[config.mk]
export PLATFORM = sky130hd
export DESIGN_NAME = parallel_port_address_mux
export DESIGN_NICKNAME = d
export VERILOG_FILES = /design/src/include/pport_pkg.sv /design/src/parallel_port_address_mux.sv
export SDC_FILE = /design/constraint.sdc
export NUM_CORES = 1
export LEC_CHECK = 0
export ABC_AREA = 1
export ABC_CLOCK_PERIOD_IN_PS = 5800
export BUFFER_PORTS_ARGS = -buffer_cell sky130_fd_sc_hd__buf_2
export CAP_MARGIN = 25
export CORE_ASPECT_RATIO = 1.1
export CORE_MARGIN = 5
export CORE_UTILIZATION = 55
export DETAILED_ROUTE_END_ITERATION = 12
export GPL_ROUTABILITY_DRIVEN = 1
export PLACE_DENSITY = 0.75
export SYNTH_ARGS = -nofsm -noshare
export SYNTH_HDL_FRONTEND = slang
export SYNTH_SLANG_ARGS = --single-unit
[constraint.sdc]
create_clock -name sys_clk -period 5.8 [get_ports sys_clk]
set_clock_uncertainty 0.15 [all_clocks]
set_input_delay 0.87 -clock sys_clk [delete_from_list [all_inputs] [get_ports sys_clk]]
set_output_delay 0.87 -clock sys_clk [all_outputs]
set_load 0.05 [all_outputs]
[src/include/pport_pkg.sv]
// constants, field layouts and state codes of the parallel port block
// assumes one 20 MHz system clock and a synchronous active-low reset
// Contract
// - slave writes captured into two input buffers
// - master reads land in first input buffer
// - width 00 is 8-bit, 01 is 4-bit
// - 4-bit one-phase: full address, then nibble data
// - low latch strobe on address line 0
// - two-phase mode adds high latch strobe phase
// - three-phase mode adds upper latch strobe phase
// - demultiplexed mode: address 9:0 on address lines
// - 16-bit multiplexed: address 14:8 carry data
// - byte and nibble indicators mark transfer portion
// - strobe pins follow mode and strobe-mode bit
package pport_pkg;
    localparam int ADDR_W = 23;
    localparam int DATA_W = 16;
    localparam int FIFO_DEPTH = 8;
    localparam int CMD_W = 2 + ADDR_W + DATA_W;
    localparam logic [1:0] WIDTH_8 = 2'h0;
    localparam logic [1:0] WIDTH_4 = 2'h1;
    localparam logic [1:0] WIDTH_16 = 2'h2;
    localparam logic [1:0] MUX_NONE = 2'h0;
    localparam logic [1:0] MUX_1PH = 2'h1;
    localparam logic [1:0] MUX_2PH = 2'h2;
    localparam logic [1:0] MUX_3PH = 2'h3;
    localparam int POS_LATCH_LOW = 0;
    localparam int POS_LATCH_HIGH = 1;
    localparam int POS_LATCH_UPPER = 2;
    localparam logic [15:0] DIN_RESET = 16'h0000;
    typedef enum logic [5:0] {
        S_IDLE = 6'h01,
        S_ALL = 6'h02,
        S_ALH = 6'h04,
        S_ALU = 6'h08,
        S_DATA = 6'h10,
        S_HOLD = 6'h20
    } state_t;
endpackage

[src/parallel_port_address_mux.sv]
// parallel port address/data multiplexer with request fifo
// assumes pin inputs already synchronous to sys_clk; modes stable while busy

module pport_fifo #(
    parameter int WIDTH = 8,
    parameter int DEPTH = 8
) (
    input wire logic sys_clk,
    input wire logic resetn,
    input wire logic in_valid,
    output logic in_ready,
    input wire logic [WIDTH-1:0] in_data,
    output logic out_valid,
    input wire logic out_ready,
    output logic [WIDTH-1:0] out_data
);
    localparam int AW = $clog2(DEPTH);
    typedef struct packed {
        logic [DEPTH-1:0][WIDTH-1:0] mem;
        logic [AW-1:0] wp;
        logic [AW-1:0] rp;
        logic [AW:0] cnt;
    } fifo_t;
    fifo_t s;
    fifo_t next_s;
    logic push;
    logic pop;

    assign in_ready = (s.cnt != (AW+1)'(DEPTH));
    assign out_valid = (s.cnt != '0);
    assign out_data = s.mem[s.rp];
    assign push = in_valid && in_ready;
    assign pop = out_valid && out_ready;

    always_comb begin
        next_s = s;
        if (push) begin
            next_s.mem[s.wp] = in_data;
            next_s.wp = (s.wp == AW'(DEPTH - 1)) ? '0 : s.wp + 1'b1;
        end
        if (pop) begin
            next_s.rp = (s.rp == AW'(DEPTH - 1)) ? '0 : s.rp + 1'b1;
        end
        next_s.cnt = s.cnt + (AW+1)'(push) - (AW+1)'(pop);
    end

    always_ff @(posedge sys_clk) begin
        if (!resetn) begin
            s <= '0;
        end else begin
            s <= next_s;
        end
    end
endmodule

module parallel_port_address_mux (
    input wire logic sys_clk,
    input wire logic resetn,
    input wire logic port_enable,
    input wire logic master_mode,
    input wire logic [1:0] port_width_select,
    input wire logic [1:0] address_mux_select,
    input wire logic [1:0] strobe_mode_bit,
    input wire logic ack_wait_enable,
    input wire logic cmd_valid,
    output logic cmd_ready,
    input wire logic cmd_write,
    input wire logic cmd_cs,
    input wire logic [22:0] cmd_addr,
    input wire logic [15:0] cmd_data,
    output logic rd_valid,
    output logic [15:0] data_in_buffer_first,
    output logic [15:0] data_in_buffer_second,
    input wire logic [22:0] ext_address_lines_in,
    output logic [22:0] ext_address_lines_out,
    output logic [22:0] ext_address_lines_oe,
    input wire logic [15:0] ext_data_lines_in,
    output logic [15:0] ext_data_lines_out,
    output logic [15:0] ext_data_lines_oe,
    output logic chip_select_one,
    output logic chip_select_two,
    input wire logic write_strobe_in,
    output logic write_strobe_pin,
    input wire logic read_strobe_in,
    output logic read_strobe_pin,
    output logic strobe_oe,
    output logic byte_indicator,
    output logic nibble_byte_indicator,
    input wire logic ack_input_one,
    input wire logic ack_input_two
);
    typedef struct packed {
        pport_pkg::state_t state;
        logic wr;
        logic cs;
        logic [22:0] addr;
        logic [15:0] data;
        logic half;
        logic [22:0] a_out;
        logic [22:0] a_oe;
        logic [15:0] d_out;
        logic [15:0] d_oe;
        logic cs1;
        logic cs2;
        logic wr_pin;
        logic rd_pin;
        logic st_oe;
        logic byte_ind;
        logic nib_ind;
        logic [15:0] din1;
        logic [15:0] din2;
        logic rd_valid;
        logic wr_prev;
    } port_t;
    port_t s;
    port_t next_s;

    logic f_valid;
    logic f_pop;
    logic [pport_pkg::CMD_W-1:0] f_data;
    logic w4;
    logic w16;
    logic sm;
    logic ack_sel;
    logic slave_wr;

    // depth gives software room while the bus runs slow phases
    pport_fifo #(.WIDTH(pport_pkg::CMD_W), .DEPTH(pport_pkg::FIFO_DEPTH)) u_fifo (
        .sys_clk(sys_clk),
        .resetn(resetn),
        .in_valid(cmd_valid),
        .in_ready(cmd_ready),
        .in_data({cmd_write, cmd_cs, cmd_addr, cmd_data}),
        .out_valid(f_valid),
        .out_ready(f_pop),
        .out_data(f_data)
    );

    assign w4 = (port_width_select == pport_pkg::WIDTH_4);
    assign w16 = (port_width_select == pport_pkg::WIDTH_16);
    assign sm = s.cs ? strobe_mode_bit[1] : strobe_mode_bit[0];
    assign ack_sel = s.cs ? ack_input_two : ack_input_one;
    assign f_pop = (s.state == pport_pkg::S_IDLE) && port_enable && master_mode;
    assign slave_wr = port_enable && !master_mode && write_strobe_in
        && !s.wr_prev;

    always_comb begin
        next_s = s;
        next_s.rd_valid = 1'b0;
        next_s.wr_prev = write_strobe_in;
        if (slave_wr) begin
            // external master write is taken on a rising write_strobe_in edge sampled by sys_clk
            if (!ext_address_lines_in[0]) begin
                next_s.din1 = {8'h00, ext_data_lines_in[7:0]};
            end else begin
                next_s.din2 = {8'h00, ext_data_lines_in[7:0]};
            end
        end
        case (s.state)
            pport_pkg::S_IDLE: begin
                if (f_pop && f_valid) begin
                    {next_s.wr, next_s.cs, next_s.addr, next_s.data} = f_data;
                    next_s.half = 1'b0;
                    if (address_mux_select == pport_pkg::MUX_NONE) begin
                        next_s.state = pport_pkg::S_DATA;
                    end else begin
                        next_s.state = pport_pkg::S_ALL;
                    end
                end
            end
            pport_pkg::S_ALL: begin
                if (address_mux_select[1]) begin
                    next_s.state = pport_pkg::S_ALH;
                end else begin
                    next_s.state = pport_pkg::S_DATA;
                end
            end
            pport_pkg::S_ALH: begin
                if (address_mux_select == pport_pkg::MUX_3PH) begin
                    next_s.state = pport_pkg::S_ALU;
                end else begin
                    next_s.state = pport_pkg::S_DATA;
                end
            end
            pport_pkg::S_ALU: begin
                next_s.state = pport_pkg::S_DATA;
            end
            pport_pkg::S_DATA: begin
                if (!ack_wait_enable || ack_sel) begin
                    next_s.state = pport_pkg::S_HOLD;
                    if (!s.wr) begin
                        if (w4 && s.half) begin
                            next_s.din1[7:4] = ext_data_lines_in[3:0];
                        end else if (w4) begin
                            next_s.din1 = {12'h000, ext_data_lines_in[3:0]};
                        end else if (!w16) begin
                            next_s.din1 = {8'h00, ext_data_lines_in[7:0]};
                        end else if (address_mux_select != 2'h0) begin
                            next_s.din1 = {ext_data_lines_in[15],
                                ext_address_lines_in[14:8],
                                ext_data_lines_in[7:0]};
                        end else begin
                            next_s.din1 = ext_data_lines_in;
                        end
                    end
                end
            end
            pport_pkg::S_HOLD: begin
                if (w4 && !s.half) begin
                    next_s.half = 1'b1;
                    next_s.state = pport_pkg::S_DATA;
                end else begin
                    next_s.state = pport_pkg::S_IDLE;
                    next_s.rd_valid = !s.wr;
                end
            end
            default: begin
                next_s.state = pport_pkg::S_IDLE;
            end
        endcase

        // pins follow the state being entered so they leave a flop
        next_s.a_out = '0;
        next_s.a_oe = '0;
        next_s.d_out = '0;
        next_s.d_oe = '0;
        next_s.wr_pin = 1'b0;
        next_s.rd_pin = 1'b0;
        next_s.byte_ind = 1'b0;
        next_s.nib_ind = 1'b0;
        next_s.st_oe = port_enable && master_mode;
        next_s.cs1 = (next_s.state != pport_pkg::S_IDLE) && !next_s.cs;
        next_s.cs2 = (next_s.state != pport_pkg::S_IDLE) && next_s.cs;
        if (port_enable && master_mode) begin
            next_s.a_oe[9:0] = 10'h3FF;
        end
        if (w4 && address_mux_select != pport_pkg::MUX_NONE
                && next_s.state != pport_pkg::S_IDLE) begin
            if (address_mux_select == pport_pkg::MUX_3PH) begin
                next_s.a_out[9:8] = next_s.addr[13:12];
            end else begin
                next_s.a_out[9:8] = next_s.addr[9:8];
            end
        end
        case (next_s.state)
            pport_pkg::S_ALL: begin
                next_s.a_out[pport_pkg::POS_LATCH_LOW] = 1'b1;
                next_s.d_oe[7:0] = 8'hFF;
                if (w4 && address_mux_select != pport_pkg::MUX_1PH) begin
                    next_s.d_out[3:0] = next_s.addr[3:0];
                end else begin
                    next_s.d_out[7:0] = next_s.addr[7:0];
                end
            end
            pport_pkg::S_ALH: begin
                next_s.a_out[pport_pkg::POS_LATCH_HIGH] = 1'b1;
                next_s.d_oe[7:0] = 8'hFF;
                if (w4) begin
                    next_s.d_out[3:0] = next_s.addr[7:4];
                end else begin
                    next_s.d_out[7:0] = next_s.addr[15:8];
                end
            end
            pport_pkg::S_ALU: begin
                next_s.a_out[pport_pkg::POS_LATCH_UPPER] = 1'b1;
                next_s.d_oe[7:0] = 8'hFF;
                if (w4) begin
                    next_s.d_out[3:0] = next_s.addr[11:8];
                end else begin
                    next_s.d_out[6:0] = next_s.addr[22:16];
                end
            end
            pport_pkg::S_DATA: begin
                if (address_mux_select == pport_pkg::MUX_NONE) begin
                    next_s.a_out[9:0] = next_s.addr[9:0];
                end
                if (sm) begin
                    next_s.rd_pin = !next_s.wr;
                    next_s.wr_pin = 1'b1;
                end else begin
                    next_s.rd_pin = !next_s.wr;
                    next_s.wr_pin = next_s.wr;
                end
                next_s.byte_ind = w16;
                next_s.nib_ind = w4 ? next_s.half : 1'b1;
                if (next_s.wr && w4) begin
                    next_s.d_oe[3:0] = 4'hF;
                    next_s.d_out[3:0] = next_s.half ? next_s.data[7:4]
                        : next_s.data[3:0];
                end else if (next_s.wr) begin
                    next_s.d_oe[7:0] = 8'hFF;
                    next_s.d_out[7:0] = next_s.data[7:0];
                end
                if (next_s.wr && w16 && address_mux_select == 2'h0) begin
                    next_s.d_oe[15:8] = 8'hFF;
                    next_s.d_out[15:8] = next_s.data[15:8];
                end else if (next_s.wr && w16) begin
                    next_s.a_oe[14:8] = 7'h7F;
                    next_s.a_out[14:8] = next_s.data[14:8];
                    next_s.d_oe[15] = 1'b1;
                    next_s.d_out[15] = next_s.data[15];
                end
            end
            default: begin
                next_s.d_oe = '0;
            end
        endcase
    end

    always_ff @(posedge sys_clk) begin
        if (!resetn) begin
            s <= '{state: pport_pkg::S_IDLE, din1: pport_pkg::DIN_RESET,
                din2: pport_pkg::DIN_RESET, default: '0};
        end else begin
            s <= next_s;
        end
    end

    assign rd_valid = s.rd_valid;
    assign data_in_buffer_first = s.din1;
    assign data_in_buffer_second = s.din2;
    assign ext_address_lines_out = s.a_out;
    assign ext_address_lines_oe = s.a_oe;
    assign ext_data_lines_out = s.d_out;
    assign ext_data_lines_oe = s.d_oe;
    assign chip_select_one = s.cs1;
    assign chip_select_two = s.cs2;
    assign write_strobe_pin = s.wr_pin;
    assign read_strobe_pin = s.rd_pin;
    assign strobe_oe = s.st_oe;
    assign byte_indicator = s.byte_ind;
    assign nibble_byte_indicator = s.nib_ind;
endmodule

Yosys cells after proc, flatten, opt, wreduce, memory -nomap -nowiden. Index checks and enable logic that the tools add are counted.

Output and inout bits: 119. Register bits: 497. Input bits: 96.

Reduce and logical (&&, ||, !) cells: 38. Mux-type cells: 66. Add/subtract/negate cells: 4. Bitwise gates (word level): 4. Eq/ne operators: 18. Magnitude comparators: 3.

Operator list (count): $bwmux W328 (1); $bmux W41 S3 (1); $demux W41 S3 (1); $mux W41 (3); $mux W16 (6); $mux W48 (1); $mux W4 (11); $pmux W6 S6 (1); $mux W32 (1); $mux W8 (4); $pmux W7 S4 (1); $mux W7 (3); $mux W10 (2); $mux W5 (4); $logic_and A1 B1 Y1 (19); $pmux W8 S2 (1); $mux W15 (1); $mux W2 (7); $eq A6 B2 Y1 const B (2); $eq A6 B3 Y1 const B (2); $eq A6 B4 Y1 const B (2); $eq A6 B5 Y1 const B (2); $mux W3 (3); $reduce_or A3 Y1 (3); other kinds (26) (51).

Depth between registers and ports, before layout.
Depth in word-level cells: 13. Gate-level depth with buffers: 16. Depth with buffers taken out: 15.

Cells and area by module. A second synthesis with hierarchy kept.

Cells, all modules: 3531. Area total of the unflattened synthesis: 22861.9 um^2.

By module, submodules not included: pport_fifo (seq. area each 6766.5 um^2, area an instance 17006.3 um^2, cells an instance 2740, instances 1); parallel_port_address_mux (seq. area each 2362.3 um^2, area an instance 5855.6 um^2, cells an instance 791, instances 1).

Least setup slack after synthesis. OpenSTA, ideal clock, no wires.

Kind: input port to flip-flop. Start point: input master_mode. End point: register u_fifo.s[2] (netlist bit). Data arrival time: 2.654 ns. Stages on the path: 14. Path buffers: 3. Required time: 5.522 ns. Setup slack: 2.868 ns. Library setup time: 0.128 ns. Cell sequence: nand2_1 > inv_1 > nand2_1 > nor2_4 > buf_6 > buf_4 > buf_4 > ha_1 > inv_1 > ha_1 > inv_1 > fa_1 > xor2_1 > nor2_1.

Cells in the longest elaborated chain, start to end: 3.

Ends and longest elaborated chain: from (decl) (RTL line parallel_port_address_mux.sv:60) `input wire logic master_mode,`; $logic_and A1 B1 Y1 (RTL line parallel_port_address_mux.sv:143) `assign f_pop = (s.state == pport_pkg::S_IDLE) && port_enable && master_mode;`; $logic_and A1 B1 Y1 (RTL line parallel_port_address_mux.sv:33) `assign pop = out_valid && out_ready;`; $sub A4 B1 Y4 (RTL line parallel_port_address_mux.sv:44) `next_s.cnt = s.cnt + (AW+1)'(push) - (AW+1)'(pop);`; to (signal assigned) (RTL line parallel_port_address_mux.sv:51) `s <= next_s;`; to (decl) (RTL line parallel_port_address_mux.sv:24) `fifo_t s;`.

Every way passes these cells. A chain may end at the register's enable or synchronous reset.

Worst setup path in the final report.
Start point: register u_fifo.s[4] (netlist bit). End point: register s, in the netlist ext_data_lines_out[6].

Cells in the longest elaborated chain, start to end: 7. Elaborated cells on any way between the ends: 11. Those cells by class: 10 x mux; 1 x reduce/logical.

Ends and longest elaborated chain: $bmux W41 S3 * (RTL line parallel_port_address_mux.sv:31) `assign out_data = s.mem[s.rp];`; $mux W41 (not written as such) * (RTL line parallel_port_address_mux.sv:31); $mux W48 * (RTL line parallel_port_address_mux.sv:161) `if (f_pop && f_valid) begin`; $mux W41 * (RTL line parallel_port_address_mux.sv:159) `case (s.state)`; $mux W8 or $logic_and A1 B1 Y1 (tied branches) (RTL line parallel_port_address_mux.sv:290, parallel_port_address_mux.sv:286); $mux W4 (RTL line parallel_port_address_mux.sv:286) `if (next_s.wr && w4) begin`; $pmux W7 S4 * (RTL line parallel_port_address_mux.sv:245) `case (next_s.state)`; to (signal assigned) (RTL line parallel_port_address_mux.sv:312) `s <= '{state: pport_pkg::S_IDLE, din1: pport_pkg::DIN_RESET,`; to (signal assigned) (RTL line parallel_port_address_mux.sv:315) `s <= next_s;`; to (decl) (RTL line parallel_port_address_mux.sv:115) `port_t s;`.

Mark *: on every way between the ends. The rest lies on a longest branch, timed or not. The select of a mux whose other input is x is not followed.

==> results.yml <==
status:
  status: "complete, no violations"
route:
  wl_um: 55600
  drc: 0
  first_pass_iters: 6
  wl_per_cell_um: 16.6
  ant_nets: 0
  first_iter_violations: 1647
  vias: 18302
  avgViaCountPerCell: 5.47
sta:
  min_period_over_period: 0.655
  timing.fmax_mhz: 263
  setup_violations: 0
  tns_ns: 0
  setup_ws_ns: 2.00
  final.min_clock_period_ns: 3.80
  rsz0062_at_grt: "no"
  final_max_slew_viol_count: 0
  slew_headroom: 0.351
  hold_violations: 0
  worst_slew_pin_slew_ns: 0.974
power:
  power_frac_comb: 0.222
  finalPower_mw: 8.60
  power_switching_mw: 2.72
  power.density_nw_per_um2: 389
  pwr-share-clk: 0.363
  seqPwrFrac: 0.415
  internal_power_mw: 5.88
  switching_share: 0.316
  power.leakage_nw: 9.26
  peakVddDrop_mv: 0.264
synthesis:
  yosys.area.top_type: "dfxtp_1"
  synth-simple-area-share: 0.192
  ys_types: 40
  synthTopCellsByArea: "dfxtp_1 45%, o21ai_0 11%, a21oi_1 8.6%"
  async_reset_ff_frac: 0
  ys_ff_latch: 456
  synth_warnings: 0
  yosysSeqAreaShare: 0.449
  synthFlopType: "dfxtp_1"
  syn_avg_cell_area_um2: 7.13
  synth_top_family_by_area: "compound AO/OA/AOI/OAI gates"
  synth_xor_area_frac: 0.000431
  synth_top_area_frac: 0.449
  synth_edf_count: 0
  synth_cells: 2849
  synth_compound_area_frac: 0.209
  synthesis.area_um2: 20300
  synth_fa_ha_area_frac: 0.00715
  synth_commonest_cells: "456 x dfxtp_1, 434 x o21ai_0, 381 x nand2_1"
  synth.most_common_cell: "dfxtp_1"
  muxShareOfSynthArea: 0.00197
setup_path:
  crit_arrival_ns: 4.07
  crit_top_cell: "nor2_1"
  slowest_stage: "buf_4"
  worstPathRequired_ns: 6.07
  crit_path_start_kind: "flip-flop"
  end_kind: "flip-flop"
  crit_chain: "buf_4 > buf_4 > o21ai_0 > nand2_1 > nand3_1 > nand3_2 > nand2_4 > inv_1 > nor2_2 > nand2_1 > nor2_1 > nor2_1 > nor2_1"
  crit_type: "reg -> reg"
  path_max_fanout: 92
  critPathMaxStageDelay_ns: 0.87
  rr_worst_depth: 13
place:
  place_congestion: 0.903
  port_buffers: 174
  hpwl_um: 33900
  pre_cts_slack_ns: 2.08
  dp.cells: 3259
die:
  ios: 215
  die_h_um: 212
  core-area_um2: 36400
  die_x_um: 193
  die_area_um2: 40900
  num_rows: 73
  initial_utilization: 0.559
clock_tree:
  cts_tree: "built"
  htree_levels: 2
  numCtsBuffers: 46
  cts_root_buf: "clkbuf_16"
  path_clk_slew_ns: 0.06
  ctsLongestPathBuffers: 3
  cts_setup_buffers: 0
  cts_hold_buf: 0
  clock_latency_ns: 0.55
  cts.sinks: 456
  cts_resized: 0
global_routing:
  overflow: 0
  grt_usage: 0.260
  antenna_found_initial: 8
  grt_pass1_vias: 17138
  grt_pass1_wl_um: 89200
  grt_max_degree: 229
cells_and_area:
  finish.net_count: 2928
  seqCellArea_um2: 9140
  final.fill_count: 3280
  final_cells: 3347
  multi_input_area_um2: 8430
  layout-drive-gt1-share: 0.115
  area_growth_pct: 8.95
worst_hold_path:
  worstHoldPathCells: 2
  min_path_type: "reg -> reg"
job:
  drv_cap: 0
## flip-flops by register name, indices dropped and copies added, names as in the netlist
register and count:
byte_indicator 1, chip_select_one 1, chip_select_two 1, data_in_buffer_first 16
data_in_buffer_second 8, ext_address_lines_oe 3, ext_address_lines_out 15, ext_data_lines_oe 4
ext_data_lines_out 16, nibble_byte_indicator 1, rd_valid 1, read_strobe_pin 1
s 49, u_fifo.s 338, write_strobe_pin 1
## cell families after synthesis
logic type	after synthesis
AND/OR/NAND/NOR	930
XOR/XNOR	1
multiplexers	4
flip-flops	456
other	1
buffers and inverters	620
adder cells (fa/ha/maj)	11
AO/OA/AOI/OAI	826
## metrics by stage
step            util  hold slack [ns]  area [um2]
2_1_floorplan      -            0.270       20400
3_3_place_gp   0.563            0.279       20500
3_5_place_dp   0.564            0.283       20500
4_1_cts        0.608            0.292       22100
5_1_grt        0.608            0.310       22100
6_report       0.609            0.293       22100
## final cells by class
cell class,count,area share
diodes,6,0.000679
clock buffers,65,0.0616
clock inverters,16,0.0109
repair buffers,201,0.0510
well taps,487,0.0275
inverters,320,0.0544
multi-input cells,1796,0.381
flip-flops and latches,456,0.413
## critical path: cells and delay by family (launching register included)
kind	cells	cell delay [ns]
buffers and inverters	3	1.76
and+or+nand+nor	9	0.90
DFF	1	0.55
AOI/OAI and AO/OA	1	0.21
## power groups by stage
stage / clock, mW / combinational [mW] / sequential, mW
global route: 3.30 / 2.15 / 3.59
global placement: 0 / 1.83 / 3.62
floorplan: 0 / 1.46 / 3.58
finish: 3.12 / 1.91 / 3.57
CTS: 3.16 / 1.90 / 3.56
detailed placement: 0 / 1.88 / 3.63
## routing by layer
layer	GRT usage	vias up	part of all wire
met5	0	-	0.00054
met4	0.124	8	0.046
met3	0.0420	134	0.074
met2	0.436	643	0.48
met1	0.330	8464	0.40
li1	-	9053	-
## cell usage in the layout (no fill, tap or decap), drive strengths merged, types with 2 or more instances in the layout
cell type  instances
a221oi             4
ha                10
mux2i              4
clkbuf            65
nand3            217
bufinv             6
inv              317
clkinv            12
nor3               7
dfxtp            456
nor2             311
a21oi            350
o22ai              2
diode              6
nand4              3
o21ai            437
nand2            389
buf              201
o211ai            26
conb              24
a211oi             5
## path summary, 6_finish.rpt
path / startpoint / end / slack (ns)
worst max register to register: u_fifo.s[4]$_SDFFE_PN0N_ / ext_data_lines_out[6]$_SDFF_PN0_ / 2.00
worst max-delay path: u_fifo.s[4]$_SDFFE_PN0N_ / ext_data_lines_out[6]$_SDFF_PN0_ / 2.00
worst min register to register: u_fifo.s[305]$_SDFFE_PN0P_ / u_fifo.s[305]$_SDFFE_PN0P_ / 0.29
worst min-delay path: u_fifo.s[305]$_SDFFE_PN0P_ / u_fifo.s[305]$_SDFFE_PN0P_ / 0.29
No activity file was read; power rests on OpenSTA's default activity.
